### config.mk
export PLATFORM = sky130hd
export DESIGN_NAME = lcd_segment_controller
export DESIGN_NICKNAME = d
export VERILOG_FILES = /design/src/logic/lcd_seg_pkg.sv /design/src/logic/lcd_segment_controller.sv
export SDC_FILE = /design/constraint.sdc
export NUM_CORES = 1
export LEC_CHECK = 0
export ABC_CLOCK_PERIOD_IN_PS = 2250
export BUFFER_PORTS_ARGS = -buffer_cell sky130_fd_sc_hd__buf_2
export CAP_MARGIN = 5
export CORE_MARGIN = 1.5
export CORE_UTILIZATION = 53
export DETAILED_ROUTE_END_ITERATION = 6
export GPL_TIMING_DRIVEN = 1
export PLACE_DENSITY = 0.75
export SYNTH_ARGS = -nofsm -noshare
export SYNTH_HDL_FRONTEND = slang
export SYNTH_SLANG_ARGS = --single-unit
### constraint.sdc
create_clock -name mclk -period 2.25 [get_ports mclk]
set_input_delay 0.225 -clock mclk [delete_from_list [all_inputs] [get_ports mclk]]
set_output_delay 0.225 -clock mclk [all_outputs]
set_load 0.01 [all_outputs]
### src/logic/lcd_seg_pkg.sv
`default_nettype none
package lcd_seg_pkg;
  // register addresses on the cpu memory map
  localparam logic [15:0] ADDR_DISPLAY_MODE = 16'hFFB0;
  localparam logic [15:0] ADDR_PIN_SELECTOR = 16'hFFB1;
  localparam logic [15:0] ADDR_CLOCK_CTRL   = 16'hFFB2;
  localparam logic [15:0] ADDR_DISP_MEM_LO  = 16'hFA00;
  localparam logic [15:0] ADDR_DISP_MEM_HI  = 16'hFA1B;
  localparam int          DISP_MEM_BYTES    = 28;

  // reset values
  localparam logic [7:0] RST_DISPLAY_MODE = 8'h00;
  localparam logic [7:0] RST_PIN_SELECTOR = 8'h00;
  localparam logic [7:0] RST_CLOCK_CTRL   = 8'h00;

  // display mode register fields
  localparam int BIT_DISPLAY_ENABLE = 7;
  localparam int BIT_LOW_VOLTAGE    = 6;
  localparam int BIT_DRIVE_POWER    = 4;
  localparam int POS_DISPLAY_MODE   = 0;
  // writable bits of each register; the rest read as zero
  localparam logic [7:0] MASK_DISPLAY_MODE = 8'hD7;
  localparam logic [7:0] MASK_PIN_SELECTOR = 8'h3F;
  localparam logic [7:0] MASK_CLOCK_CTRL   = 8'h0F;
  localparam logic [7:0] MASK_DISP_MEM     = 8'h0F;

  // display mode codes
  localparam logic [2:0] MODE_4SLICE_THIRD = 3'h0;
  localparam logic [2:0] MODE_3SLICE_THIRD = 3'h1;
  localparam logic [2:0] MODE_2SLICE_HALF  = 3'h2;
  localparam logic [2:0] MODE_3SLICE_HALF  = 3'h3;
  localparam logic [2:0] MODE_STATIC       = 3'h4;

  // clock control fields
  localparam int POS_SOURCE_SEL = 2;
  localparam int POS_SCAN_DIV   = 0;
  localparam logic [1:0] SRC_MAIN_DIV128 = 2'h0;
  localparam logic [1:0] SRC_SUBSYSTEM   = 2'h1;
  localparam logic [1:0] SRC_MAIN_DIV32  = 2'h2;
  localparam logic [1:0] SRC_MAIN_DIV8   = 2'h3;
  localparam logic [6:0] MAIN_DIV128_MAX = 7'h7F;
  localparam logic [6:0] MAIN_DIV32_MAX  = 7'h1F;
  localparam logic [6:0] MAIN_DIV8_MAX   = 7'h07;
  localparam logic [8:0] SCAN_DIV64_MAX  = 9'h03F;
endpackage
`default_nettype wire

### src/logic/lcd_segment_controller.sv
`default_nettype none
// Contract
// - display off forces all segments deselect
// - mode bit selects normal or low-voltage operation
// - power bit routes drive power to bias
// - mode field decodes slices and bias
// - reset clears all three control registers
// - bit writes and byte writes both accepted
// - selector bits switch segment pairs from ports
// - source field picks main divider or subsystem
// - scan field divides source by 64 to 512
// - frame equals scan clock over slice count
// - 28-byte display memory scanned automatically
// - unscanned low-nibble memory bits act as plain RAM
// - memory upper nibble holds no storage
// - bits 0..3 follow commons 0..3
// - commons scanned in turn, static drives all
module lcd_segment_controller
  import lcd_seg_pkg::*;
#(
  parameter int SEG_COUNT = 28
)(
  input  wire logic                 mclk,
  input  wire logic                 arst_n,
  input  wire logic [15:0]          cpu_addr,
  input  wire logic [7:0]           cpu_wdata,
  input  wire logic [7:0]           cpu_wmask,
  input  wire logic                 cpu_wr,
  input  wire logic                 cpu_rd,
  output logic      [7:0]           cpu_rdata,
  output logic                      cpu_hit,
  input  wire logic                 subsystem_oscillator_clock,
  output logic      [3:0]           common_select,
  output logic      [SEG_COUNT-1:0] segment_select,
  output logic                      drive_polarity,
  output logic                      bias_third,
  output logic                      static_drive,
  output logic                      low_voltage_mode,
  output logic                      bias_power_on,
  output logic      [5:0]           segment_pin_enable
);

  logic [7:0] display_mode_reg;
  logic [7:0] pin_selector_reg;
  logic [7:0] clock_ctrl_reg;
  logic [3:0] disp_mem [SEG_COUNT];
  logic [7:0] rdata_reg;
  logic       hit_reg;
  logic [2:0] xt_sync_reg;
  logic       xt_level_reg;
  logic [6:0] main_cnt_reg;
  logic [8:0] pre_cnt_reg;
  logic [1:0] slice_reg;
  logic       polarity_reg;
  logic [3:0] com_reg;
  logic [SEG_COUNT-1:0] seg_reg;

  // address decode
  wire        sel_mode  = (cpu_addr == ADDR_DISPLAY_MODE);
  wire        sel_pins  = (cpu_addr == ADDR_PIN_SELECTOR);
  wire        sel_clock = (cpu_addr == ADDR_CLOCK_CTRL);
  wire        sel_mem   = (cpu_addr >= ADDR_DISP_MEM_LO) &&
                          (cpu_addr <= ADDR_DISP_MEM_HI);
  wire [4:0]  mem_index = cpu_addr[4:0];
  wire        any_sel   = sel_mode | sel_pins | sel_clock | sel_mem;

  // merge only the bits named in the write mask
  function automatic logic [7:0] merge(input logic [7:0] old_v,
                                       input logic [7:0] new_v,
                                       input logic [7:0] wmask,
                                       input logic [7:0] keep);
    merge = ((old_v & ~wmask) | (new_v & wmask)) & keep;
  endfunction

  // control fields
  wire        display_on = display_mode_reg[BIT_DISPLAY_ENABLE];
  wire [2:0]  mode_code  = display_mode_reg[POS_DISPLAY_MODE +: 3];
  wire [1:0]  src_sel    = clock_ctrl_reg[POS_SOURCE_SEL +: 2];
  wire [1:0]  scan_sel   = clock_ctrl_reg[POS_SCAN_DIV +: 2];

  // slice count and bias from the mode code; others are prohibited
  logic [1:0] last_slice;
  logic       mode_legal;
  logic       mode_third;
  always_comb
  begin
    last_slice = 2'd0;
    mode_legal = 1'b1;
    mode_third = 1'b0;
    case (mode_code)
      MODE_4SLICE_THIRD:
      begin
        last_slice = 2'd3;
        mode_third = 1'b1;
      end
      MODE_3SLICE_THIRD:
      begin
        last_slice = 2'd2;
        mode_third = 1'b1;
      end
      MODE_2SLICE_HALF:  last_slice = 2'd1;
      MODE_3SLICE_HALF:  last_slice = 2'd2;
      MODE_STATIC:       last_slice = 2'd0;
      default:           mode_legal = 1'b0;
    endcase
  end
  wire is_static = (mode_code == MODE_STATIC);

  // source clock tick
  wire xt_rise = (xt_sync_reg[2] == xt_sync_reg[1]) &&
                 xt_sync_reg[1] && !xt_level_reg;
  logic src_tick;
  always_comb
  begin
    case (src_sel)
      SRC_MAIN_DIV128: src_tick = (main_cnt_reg == MAIN_DIV128_MAX);
      SRC_SUBSYSTEM:   src_tick = xt_rise;
      SRC_MAIN_DIV32:  src_tick =
        ((main_cnt_reg & MAIN_DIV32_MAX) == MAIN_DIV32_MAX);
      SRC_MAIN_DIV8:   src_tick =
        ((main_cnt_reg & MAIN_DIV8_MAX) == MAIN_DIV8_MAX);
      default:         src_tick = 1'b0;
    endcase
  end

  // scan clock: source divided by 64 << scan_sel, counter top 63..511
  wire [11:0] pre_top  = {SCAN_DIV64_MAX, 3'h7};
  wire [8:0]  pre_max  = 9'(pre_top >> (2'h3 - scan_sel));
  wire       lcd_tick = src_tick && (pre_cnt_reg == pre_max);
  wire       slice_wrap = (slice_reg >= last_slice);

  // next drive codes
  wire [3:0] com_next = !(display_on && mode_legal) ? 4'h0 :
                        is_static ? 4'hF :
                        4'(4'h1 << slice_reg);
  logic [SEG_COUNT-1:0] seg_next;
  always_comb
  begin
    for (int i = 0; i < SEG_COUNT; i++)
      seg_next[i] = display_on && mode_legal &&
                    disp_mem[i][slice_reg];
  end

  // control registers with bit or byte writes
  always_ff @(posedge mclk or negedge arst_n)
  begin
    if (!arst_n)
    begin
      display_mode_reg <= RST_DISPLAY_MODE;
      pin_selector_reg <= RST_PIN_SELECTOR;
      clock_ctrl_reg   <= RST_CLOCK_CTRL;
    end
    else if (cpu_wr)
    begin
      if (sel_mode)
        display_mode_reg <= merge(display_mode_reg, cpu_wdata, cpu_wmask,
                                  MASK_DISPLAY_MODE);
      if (sel_pins)
        pin_selector_reg <= merge(pin_selector_reg, cpu_wdata, cpu_wmask,
                                  MASK_PIN_SELECTOR);
      if (sel_clock)
        clock_ctrl_reg   <= merge(clock_ctrl_reg, cpu_wdata, cpu_wmask,
                                  MASK_CLOCK_CTRL);
    end
  end

  // display memory, low nibble only, every bit plain RAM to the cpu
  always_ff @(posedge mclk)
  begin
    if (cpu_wr && sel_mem)
      disp_mem[mem_index] <= 4'(merge({4'h0, disp_mem[mem_index]},
                                      cpu_wdata, cpu_wmask,
                                      MASK_DISP_MEM));
  end

  // read data, one cycle after the read strobe
  wire [7:0] rd_mux = sel_mode  ? display_mode_reg :
                      sel_pins  ? pin_selector_reg :
                      sel_clock ? clock_ctrl_reg :
                      sel_mem   ? {4'h0, disp_mem[mem_index]} :
                      8'h00;
  always_ff @(posedge mclk or negedge arst_n)
  begin
    if (!arst_n)
    begin
      rdata_reg <= 8'h00;
      hit_reg   <= 1'b0;
    end
    else
    begin
      rdata_reg <= cpu_rd ? rd_mux : 8'h00;
      hit_reg   <= (cpu_rd | cpu_wr) & any_sel;
    end
  end

  // subsystem clock synchroniser and settled level
  always_ff @(posedge mclk or negedge arst_n)
  begin
    if (!arst_n)
    begin
      xt_sync_reg  <= 3'b000;
      xt_level_reg <= 1'b0;
    end
    else
    begin
      xt_sync_reg <= {xt_sync_reg[1:0], subsystem_oscillator_clock};
      if (xt_sync_reg[2] == xt_sync_reg[1])
        xt_level_reg <= xt_sync_reg[1];
    end
  end

  // main prescaler and scan divider
  always_ff @(posedge mclk or negedge arst_n)
  begin
    if (!arst_n)
    begin
      main_cnt_reg <= 7'h00;
      pre_cnt_reg  <= 9'h000;
    end
    else
    begin
      main_cnt_reg <= main_cnt_reg + 7'h01;
      if (lcd_tick)
        pre_cnt_reg <= 9'h000;
      else if (src_tick)
        pre_cnt_reg <= pre_cnt_reg + 9'h001;
    end
  end

  // slice counter and frame polarity
  always_ff @(posedge mclk or negedge arst_n)
  begin
    if (!arst_n)
    begin
      slice_reg    <= 2'd0;
      polarity_reg <= 1'b0;
    end
    else if (!mode_legal)
      slice_reg <= 2'd0;
    else if (lcd_tick)
    begin
      slice_reg <= slice_wrap ? 2'd0 : slice_reg + 2'd1;
      if (slice_wrap)
        polarity_reg <= ~polarity_reg;
    end
  end

  // registered drive codes
  always_ff @(posedge mclk or negedge arst_n)
  begin
    if (!arst_n)
    begin
      com_reg <= 4'h0;
      seg_reg <= '0;
    end
    else
    begin
      com_reg <= com_next;
      seg_reg <= seg_next;
    end
  end

  // outputs
  assign cpu_rdata          = rdata_reg;
  assign cpu_hit            = hit_reg;
  assign common_select      = com_reg;
  assign segment_select     = seg_reg;
  assign drive_polarity     = polarity_reg;
  assign bias_third         = mode_third;
  assign static_drive       = is_static;
  assign low_voltage_mode   = display_mode_reg[BIT_LOW_VOLTAGE];
  assign bias_power_on      = display_mode_reg[BIT_DRIVE_POWER];
  assign segment_pin_enable = pin_selector_reg[5:0];

endmodule
`default_nettype wire

# Word level (Yosys, flattened, before mapping)
# Memory sizes are Yosys's and may differ from the RTL's.
# Cells that the tools add are included.
[totals]
output_inout_bits = 52
mem_count = 1
rom_bits = 0
ramBits = 112
register_bits = 80
latch_bits = 0
inputBits = 37
[memory_table]
columns = ["memory", "depth", "width", "read_ports", "rd_ports_with_merged_regs", "wr", "line", "text"]
rows = [
  ["disp_mem", 28, 4, 29, 0, 1, "lcd_segment_controller.sv:46", "logic [3:0] disp_mem [SEG_COUNT];"],
]
[op_classes]
mux = 74
n_reduce_logical = 45
n_shift = 2
mul = 0
div_mod_pow = 0
bitwise = 16
order_cmp = 4
eq_ne = 16
n_addsub = 4
[ops]
columns = ["operator", "n"]
rows = [
  ["1-bit binary-select mux with 2-bit select", 28],
  ["16-bit equality test, second input constant", 3],
  ["1-bit logical AND", 34],
  ["1-bit 2-to-1 mux", 32],
  ["9-bit 2-to-1 mux", 2],
  ["8-bit bitwise AND", 2],
  ["16-bit greater-or-equal comparator, second input constant", 1],
  ["16-bit <= comparator, second input constant", 1],
  ["4-bit 2-to-1 mux", 4],
  ["8-bit 2-to-1 mux", 2],
  ["9-bit by 1-bit adder with 9-bit output, second input constant", 1],
  ["9-bit equality test", 1],
  ["9-bit by 2-bit right shift with 9-bit output, first input constant", 1],
  ["4-bit bitwise AND", 2],
  ["8-bit NOT", 1],
  ["4-bit bitwise OR", 2],
  ["8-bit bitwise OR", 1],
  ["7-bit by 1-bit adder with 7-bit output, second input constant", 1],
  ["7-bit equality test, second input constant", 1],
  ["6-bit bitwise AND", 1],
  ["3-bit by 2-bit equality test with 1-bit output, second input constant", 2],
  ["3-bit equality test, second input constant", 2],
  ["2-bit 2-to-1 mux", 3],
  ["6-bit 2-to-1 mux", 1],
  ["25 further kinds", 32],
]

# Logic depth before layout (Yosys ltp)
# Gate-level depths: netlist (run 1).
[logic_depth]
word_depth = 7
ltp_mapped = 9
depth_no_buf = 9

# Least setup slack after synthesis (run 1)
# Ideal clock, no wire load.
[synth_path]
path_kind = "input to register"
startpoint = "input port cpu_addr[0]"
endpoint = "memory disp_mem[0][2] (data pin)"
t_arrival_ns = 2.187
path_stages = 8
path_slack_ns = -0.314
setup_time_ns = 0.377
n_path_buf = 2
cell_sequence = "buf_2 -> buf_2 -> mux2i_1 -> a22oi_1 -> nand2_1 -> o21ai_0 -> nor3_1 -> a21oi_1"
[synth_between]
elab_chain_len = 3
[synth_lines]
columns = ["item", "line", "text"]
rows = [
  ["from (decl)", "lcd_segment_controller.sv:25", "input wire logic [15:0] cpu_addr,"],
  ["memory 28 x 4 bit", "n/a", ""],
  ["4-bit bitwise AND", "lcd_segment_controller.sv:72", "merge = ((old_v & ~wmask) | (new_v & wmask)) & keep;"],
  ["4-bit bitwise OR", "lcd_segment_controller.sv:72", ""],
  ["to (decl)", "lcd_segment_controller.sv:46", ""],
]
# No other way between the ends.

==> results of run 1 <==
cell usage in the layout (no fill, tap or decap), types with 9 or more instances in the layout:
master	instances
a21oi_1	11
a22oi_1	25
and3_1	34
buf_12	9
buf_2	87
buf_4	42
clkbuf_16	21
conb_1	16
dfrtp_1	79
edfxtp_1	128
ha_1	11
inv_1	12
mux2_2	12
mux2i_1	68
mux4_2	30
nand2_1	47
nand3_1	15
nor2_1	44
nor3_1	16
o21ai_0	14
xnor2_1	9
critical path: cells and delay by family, from the launching register on:
kind / cells / cell delay [ps]
flip-flops: 1 / 410
multiplexers: 2 / 830
buffers and inverters: 1 / 180
AND/OR/NAND/NOR: 1 / 220
AO/OA/AOI/OAI: 1 / 220
cell type report:
| cell class | count | area [sq um] |
|---|---|---|
| fill | 1231 | 6000 |
| sequential | 208 | 5850 |
| multi-input combinational | 412 | 3300 |
| timing repair buffer | 146 | 1010 |
| clock buffer | 23 | 533 |
| tap | 225 | 282 |
| clock inverter | 14 | 153 |
| inverter | 12 | 45.0 |
per-stage QoR:
stage / area [sq um] / TNS, ps / util
CTS: 11200 / 0 / 0.650
global route: 11200 / 0 / 0.650
floorplan: 9350 / 0 / -
detailed placement: 10400 / -859 / 0.605
finish: 11200 / 0 / 0.650
global placement: 10400 / 0 / 0.605
power groups by stage:
stage / clock (uW) / sequential [uW] / combinational, uW
after floorplan: 0 / 4280 / 263
after global placement: 0 / 4280 / 503
after detailed placement: 0 / 4290 / 520
after CTS: 3520 / 4210 / 533
after global routing: 3640 / 4210 / 578
final: 3460 / 4210 / 536
repair_timing:
action	in CTS	in global routing
setup endpoints to repair	0	1
endpoints found under the hold margin	89	0
setup buffers	0	2
hold buffers	8	0
per-layer routing:
metal | vias to the layer above | GRT usage
li1 | 2747 | -
met1 | 3057 | 0.326
met2 | 310 | 0.430
met3 | 52 | 0.0337
met4 | 0 | 0.0854
met5 | - | 0
cells by family after synthesis:
family                     share of synthesized area
DFF                                            0.630
and+or+nand+nor                                0.104
muxes                                          0.170
AOI/OAI and AO/OA                             0.0506
buffers and inverters                         0.0217
adders and majority gates                     0.0148
xor gates and xnor gates                     0.00849
other                                       0.000404
how the worst min path moves through the flow:
stage / startpoint / end / slack [ps] / cells past startpoint
final: cpu_wdata[3] / register / 20 / 2
after global routing: cpu_wdata[3] / register / 10 / 2
after CTS: cpu_wdata[3] / register / 6 / 2
after detailed placement: arst_n / common_select[1] / 290 / 2
after global placement: arst_n / slice_reg[1] / 280 / 2
after floorplan: arst_n / async pin / -70 / 0
==> key figures, run 1 <==
Worst setup path
  – Worst Setup Path Type: register to register
  – R2R Path End: disp_mem[15][3]
  – FF-to-FF Start: disp_mem[13][3]
  – Worst Path Required: 2480 ps
  – Worst setup EP type: register
  – Worst path max stage delay: 480 ps
  – CP Launch Type: register
  – Slowest CP cell: mux4_2
  – Crit path cell chain: mux4_2 > o211ai_1 > nand4_1 > mux2_2 > buf_12
  – Setup slack, reg-to-reg: 120 ps
  – CP endpoint: disp_mem[15][3]
  – Critical path fanouts, max: 32
  – CP Data Arrival Time: 2360 ps
  – Crit. Startpoint: disp_mem[13][3]
  – FF-to-FF path depth: 5

Synth
  – Top-area cell type share of the netlist area: 0.414
  – Cells after Synth: 652
  – Commonest cells post-synth: edfxtp_1, dfrtp_1, mux2i_1
  – Leading area contributor after synthesis: edfxtp_1
  – Post-Syn Area per Cell: 14.2 sq um
  – Register bit total from synthesis: 208
  – Async SR Flop Fraction: 0.385
  – Most numerous cell in the Yosys netlist: edfxtp_1
  – Synth Flop Type: edfxtp_1
  – Library cells used by synthesis: 48
  – Yosys warns: 0
  – Synthesized cell area: 0.00928 sq mm
  – Post-synth EDFFs: 128
  – Post-synthesis sequential area ratio: 0.630
  – Largest cells by area after synthesis: edfxtp_1, dfrtp_1, mux2i_1

Detailed routing
  – Antenna-violating nets left: 0
  – Drt total wl: 22400 microns
  – Routed met2 length: 11200 microns
  – Top Metal Used: met4
  – Vias: 6166
  – DR DRC count: 0
  – WL met3: 1810 microns
  – Mean number of vias per cell: 5.93
  – Wire per inst: 21.6 microns
  – DRT iter0 DRCs: 590
  – Detailed Routing Iterations Pass 1: 5
  – M1 WL: 8790 microns

CTS
  – Clock tree buffer depth: 3
  – CTS tree: built
  – Worst skew pair latency: 490 ps
  – PostCTS Resize Cnt: 0
  – CTS sink count: 208
  – CTS buffer count: 21
  – Clock-pin slew on the worst setup and hold paths: 60 ps
  – Clk root buf: clkbuf_16
  – Max H-tree Level: 1

Floorplan
  – Row Count: 48
  – Io pins: 89
  – Die height: 135 microns
  – Initial Util: 0.540
  – Area of the core: 0.0172 sq mm
  – Die width: 135 microns
  – Die area: 0.0183 sq mm

Timing
  – Maximum clock rate: 469 MHz
  – Slew margin rel.: 0.345
  – Final setup skew: 7.79 ps
  – Final hold violations: 0
  – Fin crit share: 0.948
  – RSZ-0062 raised after global routing: false
  – Tmin final: 2130 ps
  – Setup slack after layout: 117 ps
  – Hold Slack: 20.6 ps
  – Least-Margin Pin Slew: 982 ps
  – Final number of setup-violating endpoints: 0
  – Fin. max-slew vios: 0

GRT
  – Initial antenna violation count: 0
  – Largest net degree at the start of global routing: 81
  – First-pass GRT wire length: 34400 microns
  – GRT Util Overall: 0.249
  – Vias in the first global route: 6319
  – Total grt overflow: 0

Pwr
  – Switching part of the total: 0.216
  – Int Pwr: 6430 uW
  – Pleak: 0.00476 uW
  – Peak VDD IR: 450 uV
  – Seq pwr share: 0.513
  – Logic gate share of total power: 0.065
  – Pwr Total: 8210 uW
  – PwrDens: 735 mW/mm^2
  – Clock Power Share: 0.422
  – P_sw: 1770 uW

Outcome
  – Status: complete, no violations

Flow run
  – Max Cap Viol: 0

Layout
  – Max reg flops: 128
  – Post-Layout Cell Count: 1040
  – Final nets: 849
  – Ant diodes: 0
  – Area Growth Syn to Fin: 20.4%
  – Layout cells sized above 1: 0.277

Hold path
  – Hold crit path type: input port to register

Placement
  – Inst Count DP: 993
  – Pre-CTS setup slack: -28.1 ps
  – Gpl congestion: 1.00
  – DP HPWL: 15300 microns
  – Port buffer count: 88
No activity file was read; power rests on OpenSTA's default activity.
==> run 2, diff against run 1 <==
Settings changed: ABC_CLOCK_PERIOD_IN_PS 2250 to 2200, CORE_UTILIZATION 53 to 55.
Clock period 2.25 ns to 2.2 ns, I/O delays scaled along.
==> key figures, run 2 (synthesis results as in run 1) <==
Worst setup path
  – Critical path fanouts, max: 16 (was 32)
  – CP top delay family: multiplexers (unchanged)
  – Buffer and inverter count on the worst path: 1 (unchanged)
  – Crit path depth: 5 (unchanged)
  – Worst setup EP type: register (unchanged)
  – Crit path cell chain: mux4_2 > o211ai_1 > nand4_1 > buf_4 > mux2_4 (was mux4_2 > o211ai_1 > nand4_1 > mux2_2 > buf_12)
  – R2R Path End: disp_mem[0][3] (was disp_mem[15][3])
  – CP Launch Type: register (unchanged)
  – FF-to-FF Start: disp_mem[5][3] (was disp_mem[13][3])
  – Worst Setup Path Type: register to register (unchanged)
  – Worst Path Required: 2420 ps (was 2480 ps)
  – Worst path max stage delay: 480 ps (about the same)
  – Slowest CP cell: mux4_2 (unchanged)
  – FF-to-FF path depth: 5 (unchanged)
  – Setup slack, reg-to-reg: 70 ps (was 120 ps)
  – CP Data Arrival Time: 2350 ps (was 2360 ps)

GRT
  – Busiest grt layer: met2 (unchanged)
  – Met3 GRT Util: 0.0421 (was 0.0337)
  – Initial antenna violation count: 0 (unchanged)
  – Vias in the first global route: 6568 (was 6319)
  – Total grt overflow: 0 (unchanged)
  – Met1 usage: 0.336 (was 0.326)
  – GRT met2 Usage: 0.448 (was 0.430)
  – GRT Util Overall: 0.261 (was 0.249)
  – First-pass GRT wire length: 35300 microns (was 34400 microns)
  – Largest net degree at the start of global routing: 49 (was 81)

Timing
  – Fin. max-slew vios: 0 (unchanged)
  – Fin crit share: 0.970 (was 0.948)
  – Tmin final: 2130 ps (about the same)
  – Final number of setup-violating endpoints: 0 (unchanged)
  – Setup TNS: 0 ps (unchanged)
  – Maximum clock rate: 469 MHz (about the same)
  – Final setup skew: 8.01 ps (was 7.79 ps)
  – Final hold violations: 0 (unchanged)
  – RSZ-0062 raised after global routing: false (unchanged)

CTS
  – Clock-pin slew on the worst setup and hold paths: 60 ps (about the same)
  – CTS sink count: 208 (unchanged)
  – CTS tree: built (unchanged)
  – Clk root buf: clkbuf_16 (unchanged)
  – CTS buffer count: 22 (was 21)
  – Clock tree buffer depth: 3 (unchanged)
  – Worst skew pair latency: 500 ps (was 490 ps)
  – Max H-tree Level: 1 (unchanged)

Detailed routing
  – Vias: 6257 (was 6166)
  – Mean number of vias per cell: 5.93 (about the same)
  – Detailed Routing Iterations Pass 1: 7 (was 5)
  – DRT iter0 DRCs: 429 (was 590)
  – DR DRC count: 0 (unchanged)
  – Wire per inst: 21.9 microns (was 21.6 microns)
  – Drt total wl: 23100 microns (was 22400 microns)
  – Antenna-violating nets left: 0 (unchanged)

Pwr
  – Pwr Total: 8880 uW (was 8210 uW)
  – Pleak: 0.00492 uW (was 0.00476 uW)
  – Peak VDD IR: 578 uV (was 450 uV)
  – PwrDens: 777 mW/mm^2 (was 735 mW/mm^2)

Floorplan
  – Die width: 133 microns (was 135 microns)
  – Initial Util: 0.562 (was 0.540)
  – Die area: 0.0177 sq mm (was 0.0183 sq mm)
  – Area of the core: 0.0165 sq mm (was 0.0172 sq mm)
  – Die height: 133 microns (was 135 microns)
  – Io pins: 89 (unchanged)
  – Row Count: 47 (was 48)

Placement
  – DP HPWL: 15100 microns (was 15300 microns)
  – Inst Count DP: 1002 (was 993)
  – Gpl congestion: 0.905 (was 1.00)
  – Port buffer count: 88 (unchanged)

Layout
  – Post-Layout Cell Count: 1056 (was 1040)
  – Area Growth Syn to Fin: 23.1% (was 20.4%)
  – Most common cell after layout, fill and taps aside: edfxtp_1 (unchanged)
  – Final nets: 868 (was 849)
  – Ant diodes: 0 (unchanged)
  – Layout cells sized above 1: 0.292 (was 0.277)
  – Max reg flops: 128 (unchanged)
  – Most frequent cells in the layout: edfxtp_1, buf_2, dfrtp_1, mux2i_1, buf_4 (was edfxtp_1, buf_2, dfrtp_1, mux2i_1, nand2_1)

Hold path
  – Hold crit path type: input port to register (unchanged)
  – WHS Endpoint: cpu_rdata[3]
  – Hold Path Cell Cnt: 2 (unchanged)
  – HP Start: cpu_rd (was cpu_wdata[3])

Outcome
  – Status: complete, no violations (unchanged)

Flow run
  – Max Cap Viol: 0 (unchanged)
run 2: area by class of cell:
class	count	area, sq um
Sequential cell	208	5850
Clock buffer	32	649
Inverter	12	45.0
Clock inverter	8	138
Multi-Input combinational cell	414	3330
Timing Repair Buffer	162	1140
Fill cell	1112	5100
Tap cell	220	275
run 2: worst max-delay path by stage:
stage | startpoint | to | slack, ps
finish | disp_mem[5][3] | disp_mem[0][3] | 70
global route | main_cnt_reg[0] | slice_reg[1] | 10
CTS | disp_mem[4][3] | disp_mem[4][3] | 30
detailed placement | cpu_addr[3] | disp_mem[0][3] | -100
global placement | cpu_addr[3] | disp_mem[8][3] | -130
floorplan | cpu_addr[0] | disp_mem[0][2] | 80
run 2: what timing repair did:
action                                  in CTS  in global routing
endpoints found under the setup margin       0                 33
resized for setup                            0                  2
hold buffers                                10                  0
setup buffers                                0                  3
endpoints found under the hold margin       44                  0
run 2: per-stage QoR:
step / util / hold slack [ps] / setup slack (ps) / instance area, sq um
finish: 0.691 / 32.2 / 66.9 / 11400
global route: 0.691 / 38.6 / 10.2 / 11400
CTS: 0.689 / 15.2 / 27.7 / 11400
detailed placement: 0.636 / 209 / -103 / 10500
global placement: 0.636 / 198 / -135 / 10500
floorplan: - / -75.6 / 81.8 / 9350
run 2: power breakdown:
part           total (uW)  switching (uW)  internal (uW)
logic                 603             367            236
registers            4310            43.9           4260
clock network        3970            1460           2510
total                8880            1870           7010
run 2: routing by layer:
layer / share of wire / vias to the layer above
met3: 0.075 / 59
met5: 0 / -
met4: 0.032 / 0
li1: - / 2789
met1: 0.39 / 3117
met2: 0.50 / 292
